### src/rtl/oht_regs.vh
// Register map, field positions, reset values and timing counts of the OTG timer block.
`ifndef OHT_REGS_VH
`define OHT_REGS_VH

// ----------------------------------------------------------------------------
// Register byte offsets
// ----------------------------------------------------------------------------
`define OHT_ADDR_CTRL 8'h00
`define OHT_ADDR_TIMEOUT 8'h04
`define OHT_ADDR_INT_STATUS 8'h08
`define OHT_ADDR_INT_CLEAR 8'h0C
`define OHT_ADDR_INT_MASK 8'h10

// ----------------------------------------------------------------------------
// Control and status register fields
// ----------------------------------------------------------------------------
`define OHT_CNT_HI 31
`define OHT_CNT_LO 16
`define OHT_BIT_TRACK_HOST 9
`define OHT_BIT_TRACK_PERIPH 8
`define OHT_BIT_I2C_EN 7
`define OHT_BIT_RESTART 6
`define OHT_BIT_ENABLE 5
`define OHT_BIT_MODE 4
`define OHT_SCALE_HI 3
`define OHT_SCALE_LO 2
`define OHT_BIT_HOSTSEL 0

// ----------------------------------------------------------------------------
// Interrupt status, clear and mask fields
// ----------------------------------------------------------------------------
`define OHT_INT_W 4
`define OHT_INT_TIMER 0
`define OHT_INT_FAILURE 2
`define OHT_INT_SUCCESS 3

// ----------------------------------------------------------------------------
// Reset values and encodings
// ----------------------------------------------------------------------------
`define OHT_RST_COUNT 16'h0000
`define OHT_RST_TIMEOUT 16'hFFFF
`define OHT_RST_INT 4'h0
`define OHT_MODE_MONOSHOT 1'b0
`define OHT_SCALE_10US 2'h0
`define OHT_SCALE_100US 2'h1
`define OHT_SCALE_1000US 2'h2

// ----------------------------------------------------------------------------
// Timing: tick periods in microseconds and their cycle counts at the clock rate
// ----------------------------------------------------------------------------
`define OHT_CLK_MHZ 17'h00064
`define OHT_TICK0_US 17'h0000A
`define OHT_TICK1_US 17'h00064
`define OHT_TICK2_US 17'h003E8
`define OHT_TICK0_CYC (`OHT_TICK0_US * `OHT_CLK_MHZ)
`define OHT_TICK1_CYC (`OHT_TICK1_US * `OHT_CLK_MHZ)
`define OHT_TICK2_CYC (`OHT_TICK2_US * `OHT_CLK_MHZ)

`endif

### src/rtl/oht_tick_gen.v
// Prescaler that makes the timer tick at the selected granularity.
`timescale 1ns/100ps
`include "oht_regs.vh"

module oht_tick_gen
#(
  parameter [16:0] TICK0_CYCLES = `OHT_TICK0_CYC,
  parameter [16:0] TICK1_CYCLES = `OHT_TICK1_CYC,
  parameter [16:0] TICK2_CYCLES = `OHT_TICK2_CYC
)
(
  input wire clk_i,
  input wire rst_i,
  input wire run_i,
  input wire restart_i,
  input wire [1:0] scale_i,
  output wire tick_o
);

  reg [16:0] presc;
  reg [16:0] limit;

  // Period of the selected scale; the reserved code never ticks.
  always @*
  begin
    case (scale_i)
      `OHT_SCALE_10US: limit = TICK0_CYCLES - 17'h00001;
      `OHT_SCALE_100US: limit = TICK1_CYCLES - 17'h00001;
      `OHT_SCALE_1000US: limit = TICK2_CYCLES - 17'h00001;
      default: limit = 17'h1FFFF;
    endcase
  end

  // A tick is one cycle at the last count of the period.
  assign tick_o = run_i & ~restart_i & (presc == limit) & (scale_i != 2'h3);

  // Prescaler counts only while running and starts over on restart.
  always @(posedge clk_i)
  begin
    if (rst_i || restart_i || !run_i || tick_o)
      presc <= 17'h00000;
    else if (presc < limit)
      presc <= presc + 17'h00001;
    else
      presc <= 17'h00000;
  end

endmodule

### src/rtl/oht_irq.v
// Sticky interrupt status with mask and one level interrupt output.
`timescale 1ns/100ps
`include "oht_regs.vh"

module oht_irq
(
  input wire clk_i,
  input wire rst_i,
  input wire [3:0] event_i,
  input wire read_clear_i,
  input wire [3:0] write_clear_i,
  input wire mask_we_i,
  input wire [3:0] mask_i,
  output reg [3:0] status_o,
  output reg [3:0] mask_o,
  output wire irq_o
);

  // Events set status bits; a set in the clearing cycle wins.
  always @(posedge clk_i)
  begin
    if (rst_i)
      status_o <= `OHT_RST_INT;
    else if (read_clear_i)
      status_o <= event_i;
    else
      status_o <= (status_o & ~write_clear_i) | event_i;
  end

  // Mask register, one bit per status bit.
  always @(posedge clk_i)
  begin
    if (rst_i)
      mask_o <= `OHT_RST_INT;
    else if (mask_we_i)
      mask_o <= mask_i;
  end

  // Interrupt level while any unmasked status bit is set.
  assign irq_o = |(status_o & mask_o);

endmodule

### src/rtl/oht_top.v
// Hnp_timer_control_reg and control block: timer, role-swap tracking, pad steering, Wishbone slave.
//
// Contract
// - Host-side tracking bit cleared on time-out/failure.
// - Peripheral-side tracking bit cleared on success/failure.
// - Hardware tracks negotiation, reports through interrupts.
// - Transparent mode: float pad, pull-up, reroute interrupt.
// - Restart bit write one resets timer count.
// - Enable starts timer; disabling restarts from zero.
// - Mode bit: zero monoshot, one free running.
// - Monoshot: interrupt at time-out, then auto-disable.
// - Free running: interrupt each time-out, reload, continue.
// - Scale: 10, 100, 1000 microseconds; 11 reserved.
// - Selection field zero enables peripheral operation.
// - Present count readable in bits 31:16.
// - Interrupt clear bit zero resets timer flag.
`timescale 1ns/100ps
`include "oht_regs.vh"

module oht_top
#(
  parameter [16:0] TICK1_CYCLES = `OHT_TICK1_CYC,
  parameter [16:0] TICK2_CYCLES = `OHT_TICK2_CYC
)
(
  input wire clk_i,
  input wire rst_i,
  input wire wb_cyc_i,
  input wire wb_stb_i,
  input wire wb_we_i,
  input wire [7:0] wb_adr_i,
  input wire [3:0] wb_sel_i,
  input wire [31:0] wb_dat_i,
  output reg [31:0] wb_dat_o,
  output reg wb_ack_o,
  output wire irq_o,
  input wire neg_success_i,
  input wire neg_failure_i,
  output reg track_role_swap_from_host_o,
  output reg track_role_swap_from_peripheral_o,
  output reg device_enable_o,
  input wire xcvr_drive_enable_n_i,
  input wire transceiver_irq_pin_n_i,
  input wire transceiver_drive_enable_pin_n_i,
  output reg transceiver_drive_enable_pin_n_o,
  output reg transceiver_drive_enable_pin_n_oe_o,
  output reg drive_enable_pullup_o,
  output reg xcvr_irq_n_o
);

  // --------------------------------------------------------------------------
  // Declarations
  // --------------------------------------------------------------------------
  reg ctl_track_host;
  reg ctl_track_periph;
  reg ctl_i2c;
  reg ctl_enable;
  reg ctl_mode;
  reg [1:0] ctl_scale;
  reg ctl_hostsel;
  reg [15:0] count;
  reg [15:0] timeout;
  reg next_track_host;
  reg next_track_periph;
  reg next_i2c;
  reg next_enable;
  reg next_mode;
  reg [1:0] next_scale;
  reg next_hostsel;
  reg [31:0] rd_value;
  wire req;
  wire wr_do;
  wire rd_do;
  wire sel_ctrl;
  wire sel_timeout;
  wire sel_status;
  wire sel_clear;
  wire sel_mask;
  wire [31:0] ctrl_word;
  wire [31:0] ctrl_merged;
  wire [31:0] timeout_merged;
  wire [31:0] mask_merged;
  wire restart_wr;
  wire tick;
  wire [15:0] count_inc;
  wire timer_evt;
  wire success_evt;
  wire failure_evt;
  wire [3:0] int_events;
  wire [3:0] int_status;
  wire [3:0] int_mask;

  // --------------------------------------------------------------------------
  // Helper functions
  // --------------------------------------------------------------------------

  // Replaces the byte lanes of a word that the byte selects enable.
  function [31:0] merge_lanes;
    input [31:0] old_word;
    input [31:0] new_word;
    input [3:0] sel;
    integer k;
    begin
      merge_lanes = old_word;
      for (k = 0; k < 4; k = k + 1)
      begin
        if (sel[k])
          merge_lanes[k*8 +: 8] = new_word[k*8 +: 8];
      end
    end
  endfunction

  // Tells whether a byte address hits a register offset.
  function hits;
    input [7:0] adr;
    input [7:0] offset;
    begin
      hits = (adr == offset);
    end
  endfunction

  // --------------------------------------------------------------------------
  // Wishbone slave handshake
  // --------------------------------------------------------------------------

  // A request is answered one cycle later; effects happen at the ack edge.
  assign req = wb_cyc_i & wb_stb_i;
  assign wr_do = req & wb_ack_o & wb_we_i;
  assign rd_do = req & wb_ack_o & ~wb_we_i;

  // Address decode for the mapped registers.
  assign sel_ctrl = hits(wb_adr_i, `OHT_ADDR_CTRL);
  assign sel_timeout = hits(wb_adr_i, `OHT_ADDR_TIMEOUT);
  assign sel_status = hits(wb_adr_i, `OHT_ADDR_INT_STATUS);
  assign sel_clear = hits(wb_adr_i, `OHT_ADDR_INT_CLEAR);
  assign sel_mask = hits(wb_adr_i, `OHT_ADDR_INT_MASK);

  // Ack rises one cycle after the request and drops after one cycle.
  always @(posedge clk_i)
  begin
    if (rst_i)
      wb_ack_o <= 1'b0;
    else
      wb_ack_o <= req & ~wb_ack_o;
  end

  // --------------------------------------------------------------------------
  // Read path
  // --------------------------------------------------------------------------

  // Control word as software sees it; restart and reserved bits read zero.
  assign ctrl_word = {count, 6'h00, ctl_track_host, ctl_track_periph, ctl_i2c, 1'b0,
                      ctl_enable, ctl_mode, ctl_scale, 1'b0, ctl_hostsel};

  // Read multiplexer; unmapped and write-only offsets read zero.
  always @*
  begin
    rd_value = 32'h00000000;
    if (sel_ctrl)
      rd_value = ctrl_word;
    else if (sel_timeout)
      rd_value = {16'h0000, timeout};
    else if (sel_status)
      rd_value = {28'h0000000, int_status};
    else if (sel_mask)
      rd_value = {28'h0000000, int_mask};
  end

  // Read data is captured with the ack so it stands while ack is high.
  always @(posedge clk_i)
  begin
    if (rst_i)
      wb_dat_o <= 32'h00000000;
    else if (req && !wb_ack_o)
      wb_dat_o <= rd_value;
  end

  // --------------------------------------------------------------------------
  // Control register
  // --------------------------------------------------------------------------
  assign ctrl_merged = merge_lanes(ctrl_word, wb_dat_i, wb_sel_i);
  assign restart_wr = wr_do & sel_ctrl & wb_sel_i[0] & wb_dat_i[`OHT_BIT_RESTART];

  // Software writes first; hardware clears on outcome then override them.
  always @*
  begin
    next_track_host = ctl_track_host;
    next_track_periph = ctl_track_periph;
    next_i2c = ctl_i2c;
    next_enable = ctl_enable;
    next_mode = ctl_mode;
    next_scale = ctl_scale;
    next_hostsel = ctl_hostsel;
    if (wr_do && sel_ctrl)
    begin
      next_track_host = ctrl_merged[`OHT_BIT_TRACK_HOST];
      next_track_periph = ctrl_merged[`OHT_BIT_TRACK_PERIPH];
      next_i2c = ctrl_merged[`OHT_BIT_I2C_EN];
      next_enable = ctrl_merged[`OHT_BIT_ENABLE];
      next_mode = ctrl_merged[`OHT_BIT_MODE];
      next_scale = ctrl_merged[`OHT_SCALE_HI:`OHT_SCALE_LO];
      next_hostsel = ctrl_merged[`OHT_BIT_HOSTSEL];
    end
    if (timer_evt && ctl_mode == `OHT_MODE_MONOSHOT)
      next_enable = 1'b0;
    if (timer_evt || failure_evt)
      next_track_host = 1'b0;
    if (success_evt || failure_evt)
      next_track_periph = 1'b0;
  end

  // Control flip-flops, all zero after reset.
  always @(posedge clk_i)
  begin
    if (rst_i)
    begin
      ctl_track_host <= 1'b0;
      ctl_track_periph <= 1'b0;
      ctl_i2c <= 1'b0;
      ctl_enable <= 1'b0;
      ctl_mode <= `OHT_MODE_MONOSHOT;
      ctl_scale <= `OHT_SCALE_10US;
      ctl_hostsel <= 1'b0;
    end
    else
    begin
      ctl_track_host <= next_track_host;
      ctl_track_periph <= next_track_periph;
      ctl_i2c <= next_i2c;
      ctl_enable <= next_enable;
      ctl_mode <= next_mode;
      ctl_scale <= next_scale;
      ctl_hostsel <= next_hostsel;
    end
  end

  // Time-out value register, low half-word only.
  assign timeout_merged = merge_lanes({16'h0000, timeout}, wb_dat_i, wb_sel_i);
  always @(posedge clk_i)
  begin
    if (rst_i)
      timeout <= `OHT_RST_TIMEOUT;
    else if (wr_do && sel_timeout)
      timeout <= timeout_merged[15:0];
  end

  // --------------------------------------------------------------------------
  // Timer
  // --------------------------------------------------------------------------

  // Tick source for the selected granularity.
  oht_tick_gen
  #(
    .TICK0_CYCLES(`OHT_TICK0_CYC),
    .TICK1_CYCLES(TICK1_CYCLES),
    .TICK2_CYCLES(TICK2_CYCLES)
  )
  u_tick
  (
    .clk_i(clk_i),
    .rst_i(rst_i),
    .run_i(ctl_enable),
    .restart_i(restart_wr),
    .scale_i(ctl_scale),
    .tick_o(tick)
  );

  // Time-out is the tick on which the count would reach the time-out value.
  assign count_inc = count + 16'h0001;
  assign timer_evt = ctl_enable & tick & (count_inc == timeout);

  // Count clears when disabled or restarted and reloads at each time-out.
  always @(posedge clk_i)
  begin
    if (rst_i)
      count <= `OHT_RST_COUNT;
    else if (restart_wr || !ctl_enable)
      count <= `OHT_RST_COUNT;
    else if (timer_evt)
      count <= `OHT_RST_COUNT;
    else if (tick)
      count <= count_inc;
  end

  // --------------------------------------------------------------------------
  // Negotiation tracking and interrupts
  // --------------------------------------------------------------------------

  // Outcomes are reported only while a role swap is being tracked.
  assign success_evt = neg_success_i & (ctl_track_host | ctl_track_periph);
  assign failure_evt = neg_failure_i & (ctl_track_host | ctl_track_periph);
  assign int_events = {success_evt, failure_evt, 1'b0, timer_evt};
  assign mask_merged = merge_lanes({28'h0000000, int_mask}, wb_dat_i, wb_sel_i);

  // Sticky status, mask and interrupt line.
  oht_irq u_irq
  (
    .clk_i(clk_i),
    .rst_i(rst_i),
    .event_i(int_events),
    .read_clear_i(rd_do & sel_status),
    .write_clear_i((wr_do & sel_clear & wb_sel_i[0]) ? wb_dat_i[3:0] : 4'h0),
    .mask_we_i(wr_do & sel_mask),
    .mask_i(mask_merged[3:0]),
    .status_o(int_status),
    .mask_o(int_mask),
    .irq_o(irq_o)
  );

  // Tracking state and port selection for the negotiation engine.
  always @(posedge clk_i)
  begin
    if (rst_i)
    begin
      track_role_swap_from_host_o <= 1'b0;
      track_role_swap_from_peripheral_o <= 1'b0;
      device_enable_o <= 1'b1;
    end
    else
    begin
      track_role_swap_from_host_o <= next_track_host;
      track_role_swap_from_peripheral_o <= next_track_periph;
      device_enable_o <= ~next_hostsel;
    end
  end

  // --------------------------------------------------------------------------
  // Transceiver pad steering
  // --------------------------------------------------------------------------

  // Transparent mode floats the pad, pulls it up and takes the interrupt from it.
  always @(posedge clk_i)
  begin
    if (rst_i)
    begin
      transceiver_drive_enable_pin_n_o <= 1'b1;
      transceiver_drive_enable_pin_n_oe_o <= 1'b1;
      drive_enable_pullup_o <= 1'b0;
      xcvr_irq_n_o <= 1'b1;
    end
    else
    begin
      transceiver_drive_enable_pin_n_o <= xcvr_drive_enable_n_i;
      transceiver_drive_enable_pin_n_oe_o <= ~ctl_i2c;
      drive_enable_pullup_o <= ctl_i2c;
      xcvr_irq_n_o <= ctl_i2c ? transceiver_drive_enable_pin_n_i
                              : transceiver_irq_pin_n_i;
    end
  end

endmodule

### config.mk
export PLATFORM = sky130hd
export DESIGN_NAME = oht_top
export DESIGN_NICKNAME = d
export VERILOG_FILES = /design/src/rtl/oht_tick_gen.v /design/src/rtl/oht_irq.v /design/src/rtl/oht_top.v
export VERILOG_INCLUDE_DIRS = /design/src /design/src/rtl
export SDC_FILE = /design/constraint.sdc
export NUM_CORES = 1
export LEC_CHECK = 0
export BUFFER_PORTS_ARGS = -buffer_cell sky130_fd_sc_hd__buf_2
export CAP_MARGIN = 20
export CORE_MARGIN = 2
export CORE_UTILIZATION = 58
export CTS_BUF_LIST = sky130_fd_sc_hd__clkbuf_4
export DETAILED_ROUTE_END_ITERATION = 6
export GPL_ROUTABILITY_DRIVEN = 0
export PLACE_DENSITY = 0.83
export RECOVER_POWER = 100
export REMOVE_ABC_BUFFERS = 1
export SLEW_MARGIN = 20
export SYNTH_ARGS = -nofsm -noshare
export SYNTH_HDL_FRONTEND = slang
export SYNTH_SLANG_ARGS = --single-unit
### constraint.sdc
create_clock -name clk_i -period 3.2 [get_ports clk_i]
set_clock_uncertainty 0.05 [all_clocks]
set_input_delay 0.16 -clock clk_i [delete_from_list [all_inputs] [get_ports clk_i]]
set_output_delay 0.16 -clock clk_i [all_outputs]
set_load 0.005 [all_outputs]
# == Word-level counts from Yosys, hierarchy flattened ==
# Cells that the tools add are included.
# op_classes
add_sub_neg,2
magnitude_cmp,1
eq_ne,9
mux,10
bitwise,31
reduce_logical,26
# op_table
operator,n
17-bit one-hot mux with 3 select lines,1
32-bit two-way mux,1
1-bit AND,19
17-bit by 1-bit adder with 17-bit output (second input constant),1
17-bit equality test,1
17-bit < comparator,1
16-bit by 1-bit adder with 16-bit output (second input constant),1
16-bit equality test,1
8-bit by 4-bit equality test with 1-bit output (second input constant),2
16-bit two-way mux,1
4-bit two-way mux,4
2-bit AND reduction,5
2-bit OR reduction,5
4-bit AND,2
8-bit by 3-bit equality test with 1-bit output (second input constant),1
8-bit by 5-bit equality test with 1-bit output (second input constant),1
8-bit logical NOT,1
1-bit NOT,7
1-bit logical OR,6
1-bit logical AND,4
4-bit NOT,1
4-bit OR,1
4-bit OR reduction,1
1-bit two-way mux,3
other kinds (7),8
# totals
register_bits,103
word_cells,100

# == Logic depth before layout (Yosys ltp) ==
# logic_depth
depth_word,14
ltp_mapped,12

# == By module ==
# Synthesis repeated with hierarchy kept, for this count alone.
# hier_totals
cells_unflattened,622
area_unflattened_um2,5456.5
# by_module_without_submodules
mod,n_inst,cells_per_inst,area_each_um2
oht_top,1,461,3956.3
oht_tick_gen,1,128,1176.1
oht_irq,1,33,324.1

# == Worst setup path before layout ==
# No wires, ideal clock.
# synth_path
kind,reg2reg
from,reg ctl_scale[0]
to,reg ctl_enable
setup_time_ns,0.115
t_arrival_ns,2.536
required_ns,3.035
slack_ns,0.499
stages_incl_launch_ff,13
n_path_buf,1
synth_period_minus_slack_ns,2.701
path_cell_list,dfxtp_1 > inv_1 > ha_1 > nor2_1 > ha_1 > nand4_1 > or2_4 > nor4_4 > nand3_4 > nor4b_4 > nand3_2 > buf_6 > o21a_1
# synth_between
elab_chain_len,9
elab_cells_between_ends,12
# synth_lines
element,line_no,source
from (decl),oht_top.v:59,reg [1:0] ctl_scale;
from (signal assigned),oht_top.v:222,ctl_scale <= `OHT_SCALE_10US;
from (signal assigned),oht_top.v:232,ctl_scale <= next_scale;
"2-bit equality test, or another cell as far along",oht_tick_gen.v:26,case (scale_i)
17-bit one-hot mux with 3 select lines,oht_tick_gen.v:26,
17-bit equality test,oht_tick_gen.v:35,assign tick_o = run_i & ~restart_i & (presc == limit) & (scale_i != 2'h3);
1-bit AND,oht_tick_gen.v:35,
1-bit AND (*),oht_tick_gen.v:35,
1-bit AND (*) (2 in a row),oht_top.v:270,assign timer_evt = ctl_enable & tick & (count_inc == timeout);
1-bit logical AND (no source line) (*),--,
2-bit OR reduction (no source line) (*),--,
to (signal assigned),oht_top.v:230,ctl_enable <= next_enable;
to (decl),oht_top.v:57,reg ctl_enable;
# Every way passes the cells marked *; elsewhere a longest branch is shown, timed or not.
# A chain may end at the register's enable or synchronous reset.

# == Worst setup path in the final report ==
# layout_path
from,reg ctl_scale[0]
to,reg count[5]
# layout_between
elab_chain_len,8
elab_cells_between_ends,11
# layout_lines
element,line_no,source
"2-bit equality test, or another cell as far along",oht_tick_gen.v:26,
17-bit one-hot mux with 3 select lines,oht_tick_gen.v:26,
17-bit equality test,oht_tick_gen.v:35,
1-bit AND,oht_tick_gen.v:35,
1-bit AND (*),oht_tick_gen.v:35,
1-bit AND (2 in a row),oht_top.v:270,
3-bit OR reduction (no source line),--,
to (signal assigned),oht_top.v:276,count <= `OHT_RST_COUNT;
to (signal assigned),oht_top.v:278,count <= `OHT_RST_COUNT;
to (signal assigned),oht_top.v:280,count <= `OHT_RST_COUNT;
to (decl),oht_top.v:61,reg [15:0] count;
# Marked as above.

==> out/results.ini <==
[outcome]
outcome = complete, but fails checks
violations = capacitance limit, slew limit

[yosys]
ys_seq_area_share_pct = 39.8
syn_area_um2 = 5180
synthCells = 610
synth_edf_count = 0
ys.flop_type = dfxtp_1
synthDistinctLibCells = 58
yosys_warnings = 0
avgSynthCellArea_um2 = 8.49
synth-seq-cells = 103
postSynth.asyncResetShare_pct = 0

[clocking]
clk_pin_slew_worst_paths_ps = 170
cts_sinks = 103
postCtsSetupRepairBufs = 0
ctsHtreeMaxLevel = 3
clock_path_buffers = 2
numCtsBuffers = 9
root_buffer = clkbuf_4
cts_tree = built
clk_latency_ps = 470

[power_and_ir_drop]
ir_drop_uv = 247
power_w = 0.00205
leakage_nw = 2.39
power.density_nw_per_um2 = 346

[setup_path]
ff2ff_setup_slack_ps = 210
r2r-start = ctl_scale[0]$_SDFFE_PP0N_
crit_type = reg2reg
ff2ff_path_depth = 11
cp-end-kind = register
r2r_end = count[5]$_SDFFE_PP0P_
worstPathArrival_ps = 3310
critPathLaunchType = register
cp_data_required_time_ps = 3520
crit_path_max_fanout = 16

[timing]
max_slew_margin_pct = -35.7
tns_ps = 0
tightest_slew_ps = 2040
setup_viol = 0
fin_crit_sh_pct = 93.6
hold_violations = 0
rsz0062_at_grt = no
max_freq_ghz = 0.334
final.min_clock_period_ps = 2990
maxSlewViolCount = 37
whs_ps = 80.0

[layout]
fin_cells = 803
seqCellArea_um2 = 2060
syn_to_final_growth_pct = 14.2
multi_input_area_um2 = 2890
finalNetCount = 764
nFillCells = 729
antenna-diode-count = 0
utilization_pct = 68.1
drive_above_1_share_pct = 14.7

[floorplan]
io_pins = 95
core_area_um2 = 8680
start_util_pct = 59.6
fp.dieArea_um2 = 9700
row_count = 34
die_h_um = 98.5
die_w_um = 98.5

[placement]
dp.cells = 766
port_buffers = 76
hpwl_mm = 8.97

[global_route]
grt_pass1_wl_mm = 21.0
grt_overflow = 0
antenna_found_initial = 0
grt_pass1_vias = 4565
grt_max_degree = 56
grtUsageTotal_pct = 26.3

[drt]
drtPass1Iterations = 5
via_per_inst = 5.74
avgRoutedWirePerCell_um = 15.6
dr_total_vias = 4610
ant_nets = 0
drt_iter0_markers = 232
wirelength_mm = 12.5
drcViolationCount = 0

[hold_path]
holdPathStages = 4
hold_path.class = in2reg
hold_end = u_irq.status_o[1]$_SDFF_PP0_
hp-start = wb_adr_i[3]

[flow_run]
maxCapViolCount = 1

[power by group]
part	total (W)	switching [W]	internal, W	leakage (nW)
clock network	0.000644	0.000464	0.000180	0.0732
registers	0.00129	0.00000365	0.00129	0.831
logic	0.000111	0.0000626	0.0000487	1.49
total	0.00205	0.000530	0.00152	2.39
[critical path, cell delays in order, from the launching register on]
cell	delay [ps]
dfxtp_1	440
inv_1	120
ha_1	210
nor2_1	210
ha_1	180
nand4_1	150
or2_4	280
nor4_4	320
nand3_4	110
nor4b_4	340
nand3_4	220
and3_1	250
[layout make-up]
class	count	area share [%]
repair buffers	106	10.8
clock buffers	9	1.14
inverters	16	1.02
multi-input cells	454	48.9
flip-flops and latches	103	34.9
well taps	108	2.29
clock inverters	7	1.04
[per-layer routing]
layer	part of all wire (%)	vias to the layer above	GRT usage, %
met5	0	-	0
met4	2.8	0	10.5
met3	5.1	35	3.76
met2	50	158	45.7
met1	43	2139	32.9
li1	-	2278	-
[worst max-delay path by stage]
stage | from | endpoint | slack (ps) | depth (start not counted)
floorplan | ctl_scale[0]$_SDFFE_PP0N_ | u_tick.presc[10]$_SDFF_PP0_ | 440 | 8
global placement | ctl_scale[0]$_SDFFE_PP0N_ | count[0]$_SDFFE_PP0P_ | 290 | 11
detailed placement | ctl_scale[0]$_SDFFE_PP0N_ | count[3]$_SDFFE_PP0P_ | 120 | 11
CTS | ctl_scale[0]$_SDFFE_PP0N_ | count[5]$_SDFFE_PP0P_ | 90 | 11
global route | ctl_scale[0]$_SDFFE_PP0N_ | count[5]$_SDFFE_PP0P_ | 50 | 11
finish | ctl_scale[0]$_SDFFE_PP0N_ | count[5]$_SDFFE_PP0P_ | 210 | 11
[through the flow]
step / instance area [µm²] / setup WS [ps]
after floorplan: 5010 / 437
after global placement: 5600 / 292
after detailed placement: 5600 / 118
after CTS: 5940 / 89.4
after global routing: 5910 / 54.2
final: 5910 / 205
[logic make-up after synthesis]
kind of cell	synth area share [%]
AO/OA/AOI/OAI	13.0
adder cells (fa/ha/maj)	4.83
buffers and inverters	4.35
flip-flops	39.8
XOR/XNOR	7.95
AND/OR/NAND/NOR	27.7
multiplexers	2.32
[flip-flops by register name (all words and copies together) (netlist names), 2 cells and up]
register,cells
u_tick.presc,17
u_irq.mask_o,4
count,16
ctl_scale,2
wb_dat_o,32
timeout,16
u_irq.status_o,4
[timing repair]
action / 4_1_cts / 5_1_grt
hold endpoints to repair: 34 / 0
setup endpoints to repair: 0 / 15
hold buffers: 21 / 0
gates resized for setup: 0 / 1
[cell usage after synthesis, types with 10 or more instances]
cell type | instances | area, µm²
mux2i_1 | 12 | 120
nand3_1 | 31 | 155
ha_1 | 20 | 250
and3_1 | 18 | 113
xor2_1 | 31 | 272
a21oi_1 | 47 | 235
nand4_1 | 10 | 62.6
a211o_1 | 18 | 158
o21ai_0 | 12 | 60.1
clkbuf_1 | 20 | 75.1
nand2_1 | 69 | 259
nor2_1 | 59 | 221
nor3_1 | 16 | 80.1
xnor2_1 | 16 | 140
dfxtp_1 | 103 | 2060
buf_2 | 12 | 60.1
inv_1 | 16 | 60.1
nor2b_1 | 21 | 131
[layout by cell type (no fill, tap or decap), types with 20 or more instances in the layout]
cell type,n
dfxtp_1,103
nand2_1,69
buf_2,64
nor2_1,58
a21oi_1,47
nand3_1,31
xor2_1,31
nor2b_1,21
dlygate4sd3_1,21
ha_1,20
Power figures use the tool's default switching activity.
